File: src/include/dcc_pkg.sv
/*
  constants, field layouts and state type of the dual comparator control block.
  assumes a plain register port with 8-bit data and read data one cycle after the read strobe.
*/
`default_nettype none
package dcc_pkg;
  localparam int ADDR_W = 4;
  localparam int DATA_W = 8;
  localparam logic [ADDR_W-1:0] OFF_CTRL  = 4'h0;
  localparam logic [ADDR_W-1:0] OFF_FLAG  = 4'h1;
  localparam logic [ADDR_W-1:0] OFF_CLEAR = 4'h2;
  localparam logic [ADDR_W-1:0] OFF_IEN   = 4'h3;
  localparam logic [ADDR_W-1:0] OFF_PORT  = 4'h4;
  // enable register bits
  localparam int IEN_CMP  = 0;
  localparam int IEN_PERI = 1;
  localparam int IEN_GLOB = 2;
  localparam logic [2:0] MODE_OFF      = 3'h7;
  localparam logic [2:0] MODE_FOUR_MUX = 3'h6;
  localparam logic [2:0] MODE_OUT_BOTH = 3'h3;
  localparam logic [2:0] MODE_OUT_B    = 3'h5;
  localparam logic [2:0] PIN_RA0 = 3'h0;
  localparam logic [2:0] PIN_RA1 = 3'h1;
  localparam logic [2:0] PIN_RA2 = 3'h2;
  localparam logic [2:0] PIN_RA3 = 3'h3;
  localparam logic [3:0] PCFG_ALL_ANALOG_LIMIT = 4'he;

  typedef struct packed {
    logic             cmp_b_invert;
    logic             cmp_a_invert;
    logic             input_switch_sel;
    logic [2:0]       cmp_config_sel;
  } dcc_ctrl_t;

  localparam dcc_ctrl_t CTRL_RESET = '{1'b0, 1'b0, 1'b0, MODE_OFF};

  typedef struct packed {
    logic [ADDR_W-1:0] addr;
    logic [DATA_W-1:0] wdata;
    logic              wr;
    logic              rd;
  } dcc_bus_t;

  // index 1 is comparator b, index 0 comparator a
  typedef struct packed {
    logic [1:0] power;
    logic [1:0] pos_is_ref;
    logic [2:0] a_neg_pin;
    logic [2:0] a_pos_pin;
    logic [2:0] b_neg_pin;
    logic [2:0] b_pos_pin;
  } dcc_route_t;

  typedef struct packed {
    dcc_ctrl_t         ctrl;
    logic [1:0]        sync1;
    logic [1:0]        sync2;
    logic [1:0]        copy;
    logic              flag;
    logic [2:0]        ien;
    logic [DATA_W-1:0] rdata;
    logic              irq;
    logic              wake;
    dcc_route_t        route;
    logic [1:0]        pin_out;
    logic [1:0]        pin_oe;
  } dcc_state_t;

  localparam dcc_route_t ROUTE_RESET = '{2'b00, 2'b00, PIN_RA0, PIN_RA3, PIN_RA1, PIN_RA2};
  localparam dcc_state_t STATE_RESET = '{CTRL_RESET, 2'b00, 2'b00, 2'b00, 1'b0, 3'h0, 8'h00,
                                         1'b0, 1'b0, ROUTE_RESET, 2'b00, 2'b00};
endpackage
`default_nettype wire

File: src/logic/dcc_top.sv
/*
  dual comparator control: control register, input routing, pin output mux,
  change flag with interrupt gating, port read with analog masking.
  assumes the comparator cores deliver one result bit each, asynchronous to ref_clk_i.
*/
// The address map and the address-and-strobe port were chosen for this implementation.
`timescale 1ns/1ps
`default_nettype none
module dcc_top #(
  parameter int PORT_W = 8
) (
  input  wire logic                      ref_clk_i,
  input  wire logic                      resetn_i,
  input  wire logic                      ce_i,
  input  wire dcc_pkg::dcc_bus_t         bus_i,
  output var  logic [dcc_pkg::DATA_W-1:0] rdata_o,
  input  wire logic [1:0]                cmp_raw_i,
  input  wire logic [PORT_W-1:0]         porta_direction_i,
  input  wire logic [PORT_W-1:0]         porta_pin_i,
  input  wire logic [3:0]                analog_pin_cfg_i,
  input  wire logic                      sleep_i,
  output var  dcc_pkg::dcc_route_t       route_o,
  output var  logic [1:0]                pin_out_o,
  output var  logic [1:0]                pin_oe_o,
  output var  logic                      irq_o,
  output var  logic                      wake_o
);
  import dcc_pkg::*;

  initial begin
    if (PORT_W < 6 || PORT_W > DATA_W) begin
      $error("dcc_top: PORT_W must be 6 to 8");
    end
  end

  dcc_state_t s;
  dcc_state_t next_s;
  dcc_route_t route_now;
  logic [1:0] live;
  logic [1:0] out_en;
  logic       ctrl_hit;

  // routing of analog inputs per mode
  function automatic dcc_route_t route_of(input logic [2:0] mode, input logic sw);
    dcc_route_t r;
    r = '{2'b11, 2'b00, PIN_RA0, PIN_RA3, PIN_RA1, PIN_RA2};
    unique case (mode)
      MODE_OFF: begin
        r.power = 2'b00;
      end
      MODE_OUT_B: begin
        r.power = 2'b10;
      end
      MODE_FOUR_MUX: begin
        r.pos_is_ref = 2'b11;
        r.a_neg_pin  = sw ? PIN_RA3 : PIN_RA0;
        r.b_neg_pin  = sw ? PIN_RA2 : PIN_RA1;
      end
      default: begin
        r.power = 2'b11;
      end
    endcase
    return r;
  endfunction

  // pins taken as analog by the pin configuration: ra0..ra3 and ra5
  function automatic logic [PORT_W-1:0] analog_mask(input logic [3:0] cfg);
    logic [PORT_W-1:0] m;
    m = '0;
    for (int k = 0; k < 5; k++) begin
      if (cfg <= PCFG_ALL_ANALOG_LIMIT - 4'(k)) begin
        m[(k == 4) ? 5 : k] = 1'b1;
      end
    end
    return m;
  endfunction

  function automatic logic [1:0] polar(input logic [1:0] v, input dcc_ctrl_t c, input logic [1:0] pwr);
    return (v ^ {c.cmp_b_invert, c.cmp_a_invert}) & pwr;
  endfunction

  always_comb begin
    next_s    = s;
    route_now = route_of(s.ctrl.cmp_config_sel, s.ctrl.input_switch_sel);
    live      = polar(s.sync2, s.ctrl, route_now.power);
    ctrl_hit  = (bus_i.wr || bus_i.rd) && bus_i.addr == OFF_CTRL;
    out_en    = 2'b00;

    next_s.sync1 = cmp_raw_i;
    next_s.sync2 = s.sync1;

    if (bus_i.wr) begin
      unique case (bus_i.addr)
        OFF_CTRL: begin
          next_s.ctrl = dcc_ctrl_t'(bus_i.wdata[5:0]);
        end
        OFF_FLAG: begin
          next_s.flag = bus_i.wdata[0];
        end
        OFF_CLEAR: begin
          if (bus_i.wdata[0]) begin
            next_s.flag = 1'b0;
          end
        end
        OFF_IEN: begin
          next_s.ien = bus_i.wdata[2:0];
        end
        default: begin
          next_s.ien = s.ien;
        end
      endcase
    end

    // access ends the mismatch and, in that cycle, a change may go unflagged
    if (ctrl_hit) begin
      next_s.copy = live;
    end else if (live != s.copy) begin
      next_s.flag = 1'b1;
    end

    next_s.rdata = '0;
    if (bus_i.rd) begin
      unique case (bus_i.addr)
        OFF_CTRL:  next_s.rdata = {live, s.ctrl};
        OFF_FLAG:  next_s.rdata = {7'h00, s.flag};
        OFF_IEN:   next_s.rdata = {5'h00, s.ien};
        OFF_PORT:  next_s.rdata = DATA_W'(porta_pin_i & ~analog_mask(analog_pin_cfg_i));
        default:   next_s.rdata = '0;
      endcase
    end

    next_s.irq  = next_s.flag && next_s.ien[IEN_CMP] && next_s.ien[IEN_PERI]
                  && next_s.ien[IEN_GLOB];
    // sleep changes nothing else; comparators keep running
    next_s.wake = sleep_i && next_s.flag && next_s.ien[IEN_CMP];

    next_s.route = route_of(next_s.ctrl.cmp_config_sel, next_s.ctrl.input_switch_sel);

    if (s.ctrl.cmp_config_sel == MODE_OUT_BOTH) begin
      out_en = 2'b11;
    end else if (s.ctrl.cmp_config_sel == MODE_OUT_B) begin
      out_en = 2'b10;
    end
    // raw result, one flop only, bypassing the synchroniser
    next_s.pin_out = polar(cmp_raw_i, s.ctrl, route_now.power) & out_en;
    next_s.pin_oe  = out_en & ~porta_direction_i[5:4];
  end

  always_ff @(posedge ref_clk_i) begin
    if (!resetn_i) begin
      s <= STATE_RESET;
    end else if (ce_i) begin
      s <= next_s;
    end
  end

  assign rdata_o   = s.rdata;
  assign route_o   = s.route;
  assign pin_out_o = s.pin_out;
  assign pin_oe_o  = s.pin_oe;
  assign irq_o     = s.irq;
  assign wake_o    = s.wake;
endmodule // dcc_top
`default_nettype wire

File: config.mk
export PLATFORM = sky130hd
export DESIGN_NAME = dcc_top
export DESIGN_NICKNAME = d
export VERILOG_FILES = /design/src/include/dcc_pkg.sv /design/src/logic/dcc_top.sv
export SDC_FILE = /design/constraint.sdc
export NUM_CORES = 1
export LEC_CHECK = 0
export BUFFER_PORTS_ARGS = -buffer_cell sky130_fd_sc_hd__buf_2
export CAP_MARGIN = 20
export CELL_PAD_IN_SITES_DETAIL_PLACEMENT = 2
export CELL_PAD_IN_SITES_GLOBAL_PLACEMENT = 2
export CORE_UTILIZATION = 30
export CTS_BUF_LIST = sky130_fd_sc_hd__clkbuf_16
export DETAILED_ROUTE_END_ITERATION = 7
export GPL_ROUTABILITY_DRIVEN = 0
export GPL_TIMING_DRIVEN = 0
export PLACE_DENSITY_LB_ADDON = 0.1
export SYNTH_ARGS = -nofsm -noshare
export SYNTH_HDL_FRONTEND = slang
export SYNTH_SLANG_ARGS = --single-unit
File: constraint.sdc
create_clock -name ref_clk_i -period 3.2 [get_ports ref_clk_i]
set_input_delay 0.32 -clock ref_clk_i [delete_from_list [all_inputs] [get_ports ref_clk_i]]
set_output_delay 0.32 -clock ref_clk_i [all_outputs]
set_load 0.05 [all_outputs]
==> results of run 1 <==
logic make-up (layout without fill, tap and decap cells):
family	after synthesis	after routing	synth area share [%]
AND/OR/NAND/NOR	85	85	23.8
AO/OA/AOI/OAI	47	47	16.6
buffers and inverters	39	99	12.8
flip-flops	35	35	35.4
multiplexers	17	17	8.73
XOR/XNOR	5	5	2.21
other	2	8	0.380
final timing paths:
path,slack (ns),startpoint,to
hold / removal,0.32,bus_i[6],s[44]
hold reg to reg,0.45,route_o[3],route_o[3]
setup / recovery,1.53,s[42],irq_o
setup reg to reg,1.53,s[42],irq_o
worst register-to-register path, stage by stage, from the launching register on:
cell and delay, ns:
dfxtp_1 0.31, buf_2 0.18, and3_1 0.25, or3_1 0.37
nand4b_1 0.13, a21oi_2 0.10, o31ai_1 0.25
registers in the layout (all words and copies together) (netlist names):
register,flops
rdata_o,8
pin_out_o,2
pin_oe_o,2
wake_o,1
irq_o,1
s,14
next_s,2
route_o,5
routing by layer:
metal / wire, um / global-route usage [%] / vias to the layer above
met5: 0 / 0 / -
met4: 46 / 4.70 / 0
met3: 289 / 4.08 / 4
met2: 2930 / 31.6 / 51
met1: 2920 / 24.5 / 878
li1: - / - / 896
cell type report:
class,instances,area (um^2)
multi-input combinational,162,1050
clock inverter,3,12.5
sequential,35,701
inverter,2,7.51
clock buffer,5,125
timing repair buffer,52,260
fill,763,3850
tap,77,96.3
buffer,37,246
synthesized netlist by cell type (3+ instances only):
master and number:
clkbuf_1 7, nor2b_1 19, o21ai_0 5, xnor2_1 4, nand3_1 9, nor2_1 12
a21boi_0 5, o31ai_1 4, dfxtp_1 35, mux2i_1 15, o2bb2ai_1 3, a21oi_1 9
buf_4 28, nand2_1 21, and2_1 5
power groups by stage:
stage / combinational [mW] / sequential, mW / clock (mW)
floorplan: 0.105 / 0.457 / 0
global placement: 0.154 / 0.458 / 0
detailed placement: 0.156 / 0.458 / 0
CTS: 0.157 / 0.449 / 0.471
global route: 0.169 / 0.450 / 0.493
finish: 0.156 / 0.449 / 0.462
through the flow:
step                power, mW  cells  setup WS, ns  cell area, um^2
floorplan               0.561    236          1.71             2000
global placement        0.612    365          1.31             2360
detailed placement      0.614    365          1.30             2360
CTS                      1.08    373          1.53             2490
global route             1.11    373          1.42             2490
finish                   1.07    373          1.53             2490
==> key figures, run 1 <==
Critical path
  – Critical path's largest stage delay: 0.37 ns
  – CP Depth: 6
  – CP required: 3.39 ns
  – Worst Path Buf+Inv: 1
  – Crit path max-delay cell type: or3_1
  – CP Launch Type: register
  – Critical path data arrival time: 1.86 ns
  – Top delay family on crit path: simple AND/OR/NAND/NOR gates
  – CP cell instances: buf_2 > and3_1 > or3_1 > nand4b_1 > a21oi_2 > o31ai_1
  – R2R depth: 6
  – Crit. End Element: register
  – CP Class: reg -> reg
  – CP Max Fanout: 8

Timing
  – Tcrit/Tclk final: 52.2%
  – Max-slew violation count: 0
  – Final setup fails: 0
  – Hold Vio Cnt, Final: 0
  – Crit path time final: 1.67 ns
  – Hold_ws: 0.324 ns
  – RSZ-0062 raised after global routing: no
  – Slew HR: 55.1%
  – FMAX: 598 MHz
  – Worst Skew: 0.00322 ns
  – Actual slew at the worst max-slew pin: 0.673 ns
  – Setup Total Neg Slack: 0 ns

Route
  – Vias: 1,829
  – Number of DRC markers in iteration 0: 60
  – Vias per inst: 4.90
  – Final WL: 6.18 mm
  – Antenna-violating nets left: 0
  – WL per Instance: 16.6 um
  – DRT Pass-1 Iters: 4
  – # DRC: 0

Placed design
  – Hpwl dp: 4.69 mm
  – Buffers added on ports: 52

Power and ir drop
  – Pwr dens: 428 mW/mm^2
  – Sw Share: 26.9%
  – Gate power share: 14.6%
  – Share of power burned in registers: 42.1%
  – Internal power: 0.780 mW
  – VDD IR max: 195 uV
  – Leakage Power: 1.14 nW
  – Switching power: 0.287 mW
  – Clock Power Share: 43.3%

Clock tree
  – CTS Hold Bufs: 0
  – Cts bufs inserted: 5
  – Clock buffer depth: 2
  – Post-CTS setup buffer count: 0
  – TritonCTS clock tree: yes
  – Clk slew on worst S/H paths: 0.06 ns
  – Number of gates resized after CTS: 0
  – H-tree Lvls: 2
  – Root buf cell: clkbuf_16
  – Skew-Pair Late Insertion Delay: 0.28 ns
  – TritonCTS Sinks: 35

Final layout
  – Share of cells above drive strength 1: 33.4%
  – Most common cell after layout, fill and taps aside: buf_2
  – Area Growth Syn to Fin: 26.1%
  – Antenna diodes: 0
  – Final net count: 335
  – Final Util: 39.3%
  – Most frequent cells in the layout: buf_2, dfxtp_1, buf_4, nand2_1, nor2b_1

Global routing
  – First-pass GRT wire length: 10.2 mm
  – Aggregate global routing overflow: 0
  – Number of global-route vias before repair: 1,981
  – Largest net degree at the start of global routing: 11
  – Initial antenna violation count: 0
  – GRT Util Overall: 18.8%

Yosys
  – Dominant cell type by area after synthesis: dfxtp_1
  – Asr flop ratio synth: 0%
  – Mapped cell area: 0.00198 mm^2
  – Synth Area per Inst: 8.60 um^2
  – Distinct cell type count after synthesis: 48
  – Post-synthesis sequential area ratio: 35.4%
  – Yosys warnings: 0
  – Top cell type's share of synthesized area: 35.4%
  – Cells after synthesis: 230
  – EDFF count, synth: 0
  – Synth Register Bits: 35
  – Top post-synthesis cells by area: dfxtp_1, buf_4, mux2i_1
  – Top_reg_cell synth: dfxtp_1

Status
  – Status: finished clean

Min path
  – Min-delay worst type: in -> reg
  – Worst hold path depth: 3

Floorplanning
  – Die width: 83.2 um
  – Die area: 0.00692 mm^2
  – Initial core utilization: 31.2%
  – CORE AREA: 0.00635 mm^2
  – Rows: 29
  – Floorplan die height: 83.2 um
  – I/O pin count: 70

Run
  – Max Cap Violations: 0
Power figures use the tool's default switching activity.
==> run 2: changes to the inputs <==
Settings changed: ABC_AREA set to 1, CORE_UTILIZATION 30 to 23.
Clock period 3.2 ns to 1.35 ns, I/O delays scaled along.
==> key figures, run 2 <==
Floorplanning
  – Rows: 33 (+14%)
  – Die area: 0.00901 mm^2 (+30%)
  – Initial core utilization: 23.9% (-7.2 points)
  – I/O pin count: 70 (unchanged)
  – Die width: 94.9 um (+14%)
  – Floorplan die height: 94.9 um (+14%)
  – CORE AREA: 0.00830 mm^2 (+31%)

Timing
  – Final setup fails: 0 (unchanged)
  – Worst Skew: 0.00699 ns (+0.00377 ns)
  – Hold Vio Cnt, Final: 0 (unchanged)
  – Tcrit/Tclk final: 89.7% (+38 points)
  – Actual slew at the worst max-slew pin: 0.573 ns (-0.100 ns)
  – Crit path time final: 1.21 ns (-0.459 ns)
  – Max-slew violation count: 0 (unchanged)
  – Setup Total Neg Slack: 0 ns (unchanged)
  – Slew HR: 61.8% (+6.7 points)
  – FMAX: 825 MHz (+38%)
  – Hold_ws: 0.117 ns (-0.207 ns)

Yosys
  – Top_reg_cell synth: dfxtp_1
  – Dominant cell type by area after synthesis: dfxtp_1
  – Post-synthesis sequential area ratio: 35.3% (-0.13 points)
  – Distinct cell type count after synthesis: 28 (-42%)
  – EDFF count, synth: 0 (unchanged)
  – Yosys warnings: 0 (unchanged)
  – Asr flop ratio synth: 0% (unchanged)
  – Cells after synthesis: 290 (+26%)
  – Synth Area per Inst: 6.85 um^2 (-20%)
  – Top cell type's share of synthesized area: 35.3% (-0.13 points)
  – Synth cell count leaders: nand2_1, dfxtp_1, buf_4, inv_1, a21oi_1
  – Top post-synthesis cells by area: dfxtp_1, nand2_1, buf_4
  – Synth Register Bits: 35 (unchanged)
  – Mapped cell area: 0.00199 mm^2 (+0.38%)
  – Most frequent cell after synthesis: nand2_1

Route
  – Final WL: 6.48 mm (+4.7%)
  – # DRC: 0 (unchanged)
  – Vias: 2,056 (+12%)
  – Number of DRC markers in iteration 0: 48 (-20%)
  – WL per Instance: 14.1 um (-15%)
  – Antenna-violating nets left: 0 (unchanged)
  – Vias per inst: 4.47 (-8.8%)
  – DRT Pass-1 Iters: 4 (unchanged)

Global routing
  – GRT Util Overall: 15.5% (-3.4 points)
  – Largest net degree at the start of global routing: 11 (unchanged)
  – Aggregate global routing overflow: 0 (unchanged)
  – Number of global-route vias before repair: 2,091 (+5.6%)
  – First-pass GRT wire length: 10.4 mm (+2.3%)
  – Initial antenna violation count: 0 (unchanged)

Critical path
  – CP dominant cell by count: nand2_1
  – Crit. End Element: register
  – CP Max Fanout: 3 (-5)
  – Worst Path Buf+Inv: 1 (unchanged)
  – Critical path's largest stage delay: 0.35 ns (-0.02 ns)
  – CP required: 1.55 ns (-1.84 ns)
  – CP Class: reg -> reg
  – Critical path data arrival time: 1.41 ns (-0.45 ns)
  – Top delay family on crit path: simple AND/OR/NAND/NOR gates
  – CP cell instances: inv_2 > nand2_1 > nand3_2 > nand2_1 > nand2_1 > nand3_1 > nand2_2 > nand2_4 > nand2_1 > a21oi_1
  – CP Launch Type: register
  – Crit path max-delay cell type: dfxtp_2

Final layout
  – Top reg by flops: s
  – Most common cell after layout, fill and taps aside: nand2_1
  – Final net count: 394 (+18%)
  – Most frequent cells in the layout: nand2_1, buf_2, dfxtp_1, inv_1, buf_4
  – Fillers: 1,039 (+36%)
  – Antenna diodes: 0 (unchanged)
  – Area Growth Syn to Fin: 29.9%
  – Max reg flops: 14 (unchanged)
  – Share of cells above drive strength 1: 33.2% (-0.21 points)
  – Final Util: 31.1% (-8.2 points)
  – Finished layout cell area: 0.00258 mm^2 (+3.4%)

Placed design
  – Buffers added on ports: 51 (-1.9%)
  – Hpwl dp: 5.17 mm (+10%)
  – Placement Cell Area: 0.00239 mm^2 (+1.6%)

Min path
  – Min-delay worst type: in -> reg

Power and ir drop
  – Tot Pwr: 2.71 mW (+150%)
  – Pwr dens: 1050 mW/mm^2 (+150%)
  – VDD IR max: 437 uV (+120%)
  – Leakage Power: 1.24 nW (+8.6%)

Clock tree
  – H-tree Lvls: 2 (unchanged)
  – Root buf cell: clkbuf_16
  – Clock buffer depth: 2 (unchanged)
  – Skew-Pair Late Insertion Delay: 0.28 ns (about the same)
  – TritonCTS clock tree: yes
  – Post-CTS setup buffer count: 0 (unchanged)
  – Cts bufs inserted: 5 (unchanged)
  – TritonCTS Sinks: 35 (unchanged)
  – Clk slew on worst S/H paths: 0.06 ns (about the same)

Run
  – Max Cap Violations: 0 (unchanged)

Status
  – Status: finished clean
## run 2: through the flow
stage               cells  setup WS, ns
finish                460         0.138
global route          460     -0.000255
CTS                   460       0.00308
detailed placement    452        -0.459
global placement      452        -0.406
floorplan             296         0.239
## run 2: logic make-up (layout without fill, tap and decap cells)
family	count (synthesis)	count (layout)	share of synthesized area, %
buffers and inverters	69	128	18.6
XOR/XNOR	2	2	0.882
other	2	8	0.378
AND/OR/NAND/NOR	117	117	26.6
AO/OA/AOI/OAI	65	65	18.3
flip-flops	35	35	35.3
## run 2: where the power goes
part | internal, mW | switching (mW)
registers | 1.07 | 0.0278
logic | 0.158 | 0.347
clock network | 0.667 | 0.434
## run 2: timing repair
| item | 4_1_cts | 5_1_grt |
|---|---|---|
| hold buffers | 0 | 0 |
| gates resized for setup | 8 | 12 |
| setup endpoints to repair | 20 | 4 |
## run 2: path summary, 6_finish.rpt
path / from / to / slack (ns) / cells past startpoint
max: s[44] / wake_o / 0.14 / 10
min: cmp_raw_i[1] / next_s[37] / 0.12 / 3
max reg2reg: s[44] / wake_o / 0.14 / 10
min reg2reg: wake_o / wake_o / 0.46 / 2
## run 2: final cells by class
| class | count | area [um^2] | share of cell area [%] |
|---|---|---|---|
| Multi-Input combinational cell | 192 | 975 | 37.8 |
| Sequential cell | 35 | 709 | 27.5 |
| Timing Repair Buffer | 51 | 255 | 9.89 |
| Buffer | 36 | 246 | 9.55 |
| Tap cell | 105 | 131 | 5.09 |
| Clock buffer | 5 | 125 | 4.85 |
| Inverter | 33 | 125 | 4.85 |
| Clock inverter | 3 | 12.5 | 0.485 |
## run 2: worst register-to-register path, cell delays in order (launching register included)
cell     delay, ns
dfxtp_2       0.35
inv_2         0.06
nand2_1       0.10
nand3_2       0.09
nand2_1       0.07
nand2_1       0.06
nand3_1       0.08
nand2_2       0.08
nand2_4       0.08
nand2_1       0.06
a21oi_1       0.11
## run 2: layer usage
layer | up-vias | share of wire, % | track usage [%]
met3 | 2 | 2.3 | 2.90
met4 | 0 | 0.68 | 4.55
li1 | 1027 | - | -
met5 | - | 0 | 0
met1 | 1003 | 47 | 20.1
met2 | 24 | 50 | 25.8
==> run 3: changes to the inputs <==
Settings changed: ABC_CLOCK_PERIOD_IN_PS set to 1350, PLACE_DENSITY set to 0.71, PLACE_DENSITY_LB_ADDON 0.1 to not set.
==> key figures, run 3 (synthesis results as in run 2) <==
Timing
  – Slew HR: 64.3% (+2.5 points)
  – Setup Total Neg Slack: 0 ns (unchanged)
  – FMAX: 810 MHz (-1.9%)
  – Tcrit/Tclk final: 91.5% (+1.7 points)
  – Post-route setup slack: 0.115 ns (-0.0231 ns)
  – Max-slew violation count: 0 (unchanged)
  – Final setup fails: 0 (unchanged)
  – Crit path time final: 1.23 ns (+0.0231 ns)
  – Actual slew at the worst max-slew pin: 0.536 ns (-0.0373 ns)
  – Hold Vio Cnt, Final: 0 (unchanged)
  – Worst Skew: 0.00298 ns (-0.00401 ns)
  – Hold_ws: 0.115 ns (-0.00170 ns)

Global routing
  – GRT Util Overall: 15.0% (-0.43 points)
  – Number of global-route vias before repair: 2,087 (-0.19%)
  – First-pass GRT wire length: 10.3 mm (-1.3%)
  – M2 GR Usage: 26.9% (+1.0 points)
  – Grt met1 use: 18.5% (-1.6 points)
  – Largest net degree at the start of global routing: 11 (unchanged)
  – Gr busiest metal: met2
  – Initial antenna violation count: 0 (unchanged)
  – Aggregate global routing overflow: 0 (unchanged)
  – Grt met3 use: 2.42% (-0.48 points)

Critical path
  – Critical path's largest stage delay: 0.34 ns (about the same)
  – CP Max Fanout: 3 (unchanged)
  – Critical path data arrival time: 1.41 ns (about the same)
  – CP required: 1.52 ns (-0.03 ns)
  – R2R depth: 10 (unchanged)
  – CP Class: reg -> reg
  – Crit. End Element: register
  – CP Launch Type: register
  – CP cell instances: inv_2 > nand2_1 > nand2_1 > nand2_2 > nand2_1 > nand3_1 > nand2_2 > nand2_2 > o21ai_1 > inv_1
  – Crit path max-delay cell type: dfxtp_2

Route
  – Antenna-violating nets left: 0 (unchanged)
  – Vias per inst: 4.48 (+0.19%)
  – Number of DRC markers in iteration 0: 39 (-19%)
  – # DRC: 0 (unchanged)
  – Final WL: 6.33 mm (-2.3%)
  – WL per Instance: 13.8 um (-2.3%)
  – DRT Pass-1 Iters: 4 (unchanged)
  – Vias: 2,060 (+0.19%)

Final layout
  – Top reg by flops: s
  – Multi-input logic area: 966 um^2 (-0.90%)
  – Final net count: 394 (unchanged)
  – Antenna diodes: 0 (unchanged)
  – Final non-filler cell total: 460 (unchanged)
  – Max reg flops: 14 (unchanged)
  – Share of cells above drive strength 1: 32.7% (-0.56 points)
  – Most frequent cells in the layout: nand2_1, buf_2, dfxtp_1, inv_1, buf_4
  – Fillers: 1,022 (-1.6%)
  – Final Util: 31.0% (-0.12 points)
  – Finished layout cell area: 0.00257 mm^2 (-0.39%)
  – Most common cell after layout, fill and taps aside: nand2_1
  – Area Growth Syn to Fin: 29.4%
  – Register area: 709 um^2 (unchanged)

Power and ir drop
  – Leakage Power: 1.24 nW (-0.42%)
  – Sw Share: 29.7% (-0.20 points)
  – VDD IR max: 509 uV (+16%)
  – Gate power share: 18.4% (-0.3 points)
  – Pwr dens: 1050 mW/mm^2 (about the same)
  – Tot Pwr: 2.69 mW (-0.45%)
  – Switching power: 0.800 mW (-1.1%)
  – Share of power burned in registers: 40.8% (+0.2 points)
  – Clock Power Share: 40.8% (about the same)
  – Internal power: 1.89 mW (-0.17%)

Floorplanning
  – Rows: 33 (unchanged)
  – Initial core utilization: 23.9% (unchanged)
  – Die width: 94.9 um (unchanged)
  – I/O pin count: 70 (unchanged)
  – Die area: 0.00901 mm^2 (unchanged)
  – CORE AREA: 0.00830 mm^2 (unchanged)
  – Floorplan die height: 94.9 um (unchanged)

Clock tree
  – Post-CTS setup buffer count: 0 (unchanged)
  – TritonCTS clock tree: yes
  – CTS Hold Bufs: 0 (unchanged)
  – Cts bufs inserted: 5 (unchanged)
  – Clock buffer depth: 2 (unchanged)
  – TritonCTS Sinks: 35 (unchanged)
  – Clk slew on worst S/H paths: 0.05 ns (about the same)
  – Root buf cell: clkbuf_16
  – H-tree Lvls: 2 (unchanged)
  – Skew-Pair Late Insertion Delay: 0.28 ns (about the same)

Placed design
  – Pre-CTS setup slack: -0.313 ns (+0.146 ns)
  – Placement Cell Area: 0.00239 mm^2 (unchanged)
  – Hpwl dp: 5.02 mm (-2.9%)
  – Buffers added on ports: 51 (unchanged)
  – Dpl cells: 452 (unchanged)

Status
  – Status: finished clean

Run
  – Max Cap Violations: 0 (unchanged)

Min path
  – Worst hold path depth: 3 (unchanged)
  – Min-delay worst type: in -> reg
run 3: cell count changes in the layout (fill, tap and decap cells not counted):
cell | before | now
o21ai_1 | 4 | 5
o21ai_2 | 2 | 1
clkbuf_2 | 2 | 1
clkbuf_1 | 5 | 6
nand2_4 | 1 | 0
nand2_2 | 7 | 8
run 3: power by group through the flow:
stage | Combinational (mW) | Clock [mW] | Sequential [mW]
after global placement | 0.480 | 0 | 1.12
after detailed placement | 0.489 | 0 | 1.12
after floorplan | 0.343 | 0 | 1.11
after CTS | 0.496 | 1.14 | 1.10
final | 0.496 | 1.10 | 1.10
after global routing | 0.546 | 1.17 | 1.10
run 3: final timing paths:
path	from	to	slack [ns]
max	s[45]	s[33]	0.12
min	cmp_raw_i[1]	next_s[37]	0.12
max reg2reg	s[45]	s[33]	0.12
min reg2reg	irq_o	irq_o	0.47
run 3: worst max-delay path: cells and delay by family, from the launching register on:
family	cells	cell delay, ns
AOI/OAI and AO/OA	1	0.12
buffers and inverters	2	0.12
DFF	1	0.34
and+or+nand+nor	7	0.54
run 3: area by class of cell:
| type | instances | share of cell area (%) |
|---|---|---|
| multi-input cells | 192 | 37.6 |
| clock inverters | 3 | 0.487 |
| inverters | 33 | 4.87 |
| plain buffers | 36 | 9.54 |
| repair buffers | 51 | 9.93 |
| flip-flops and latches | 35 | 27.6 |
| clock buffers | 5 | 4.87 |
| well taps | 105 | 5.11 |
run 3: timing repair:
action	4_1_cts	5_1_grt
pin swaps	0	0
gates resized for setup	8	9
cloned	0	0
setup endpoints to repair	6	5
run 3: metal layers:
layer / up-vias / routed length, um
li1: 1025 / -
met1: 1004 / 2810
met2: 24 / 3290
met3: 7 / 137
met4: 0 / 83
met5: - / 0
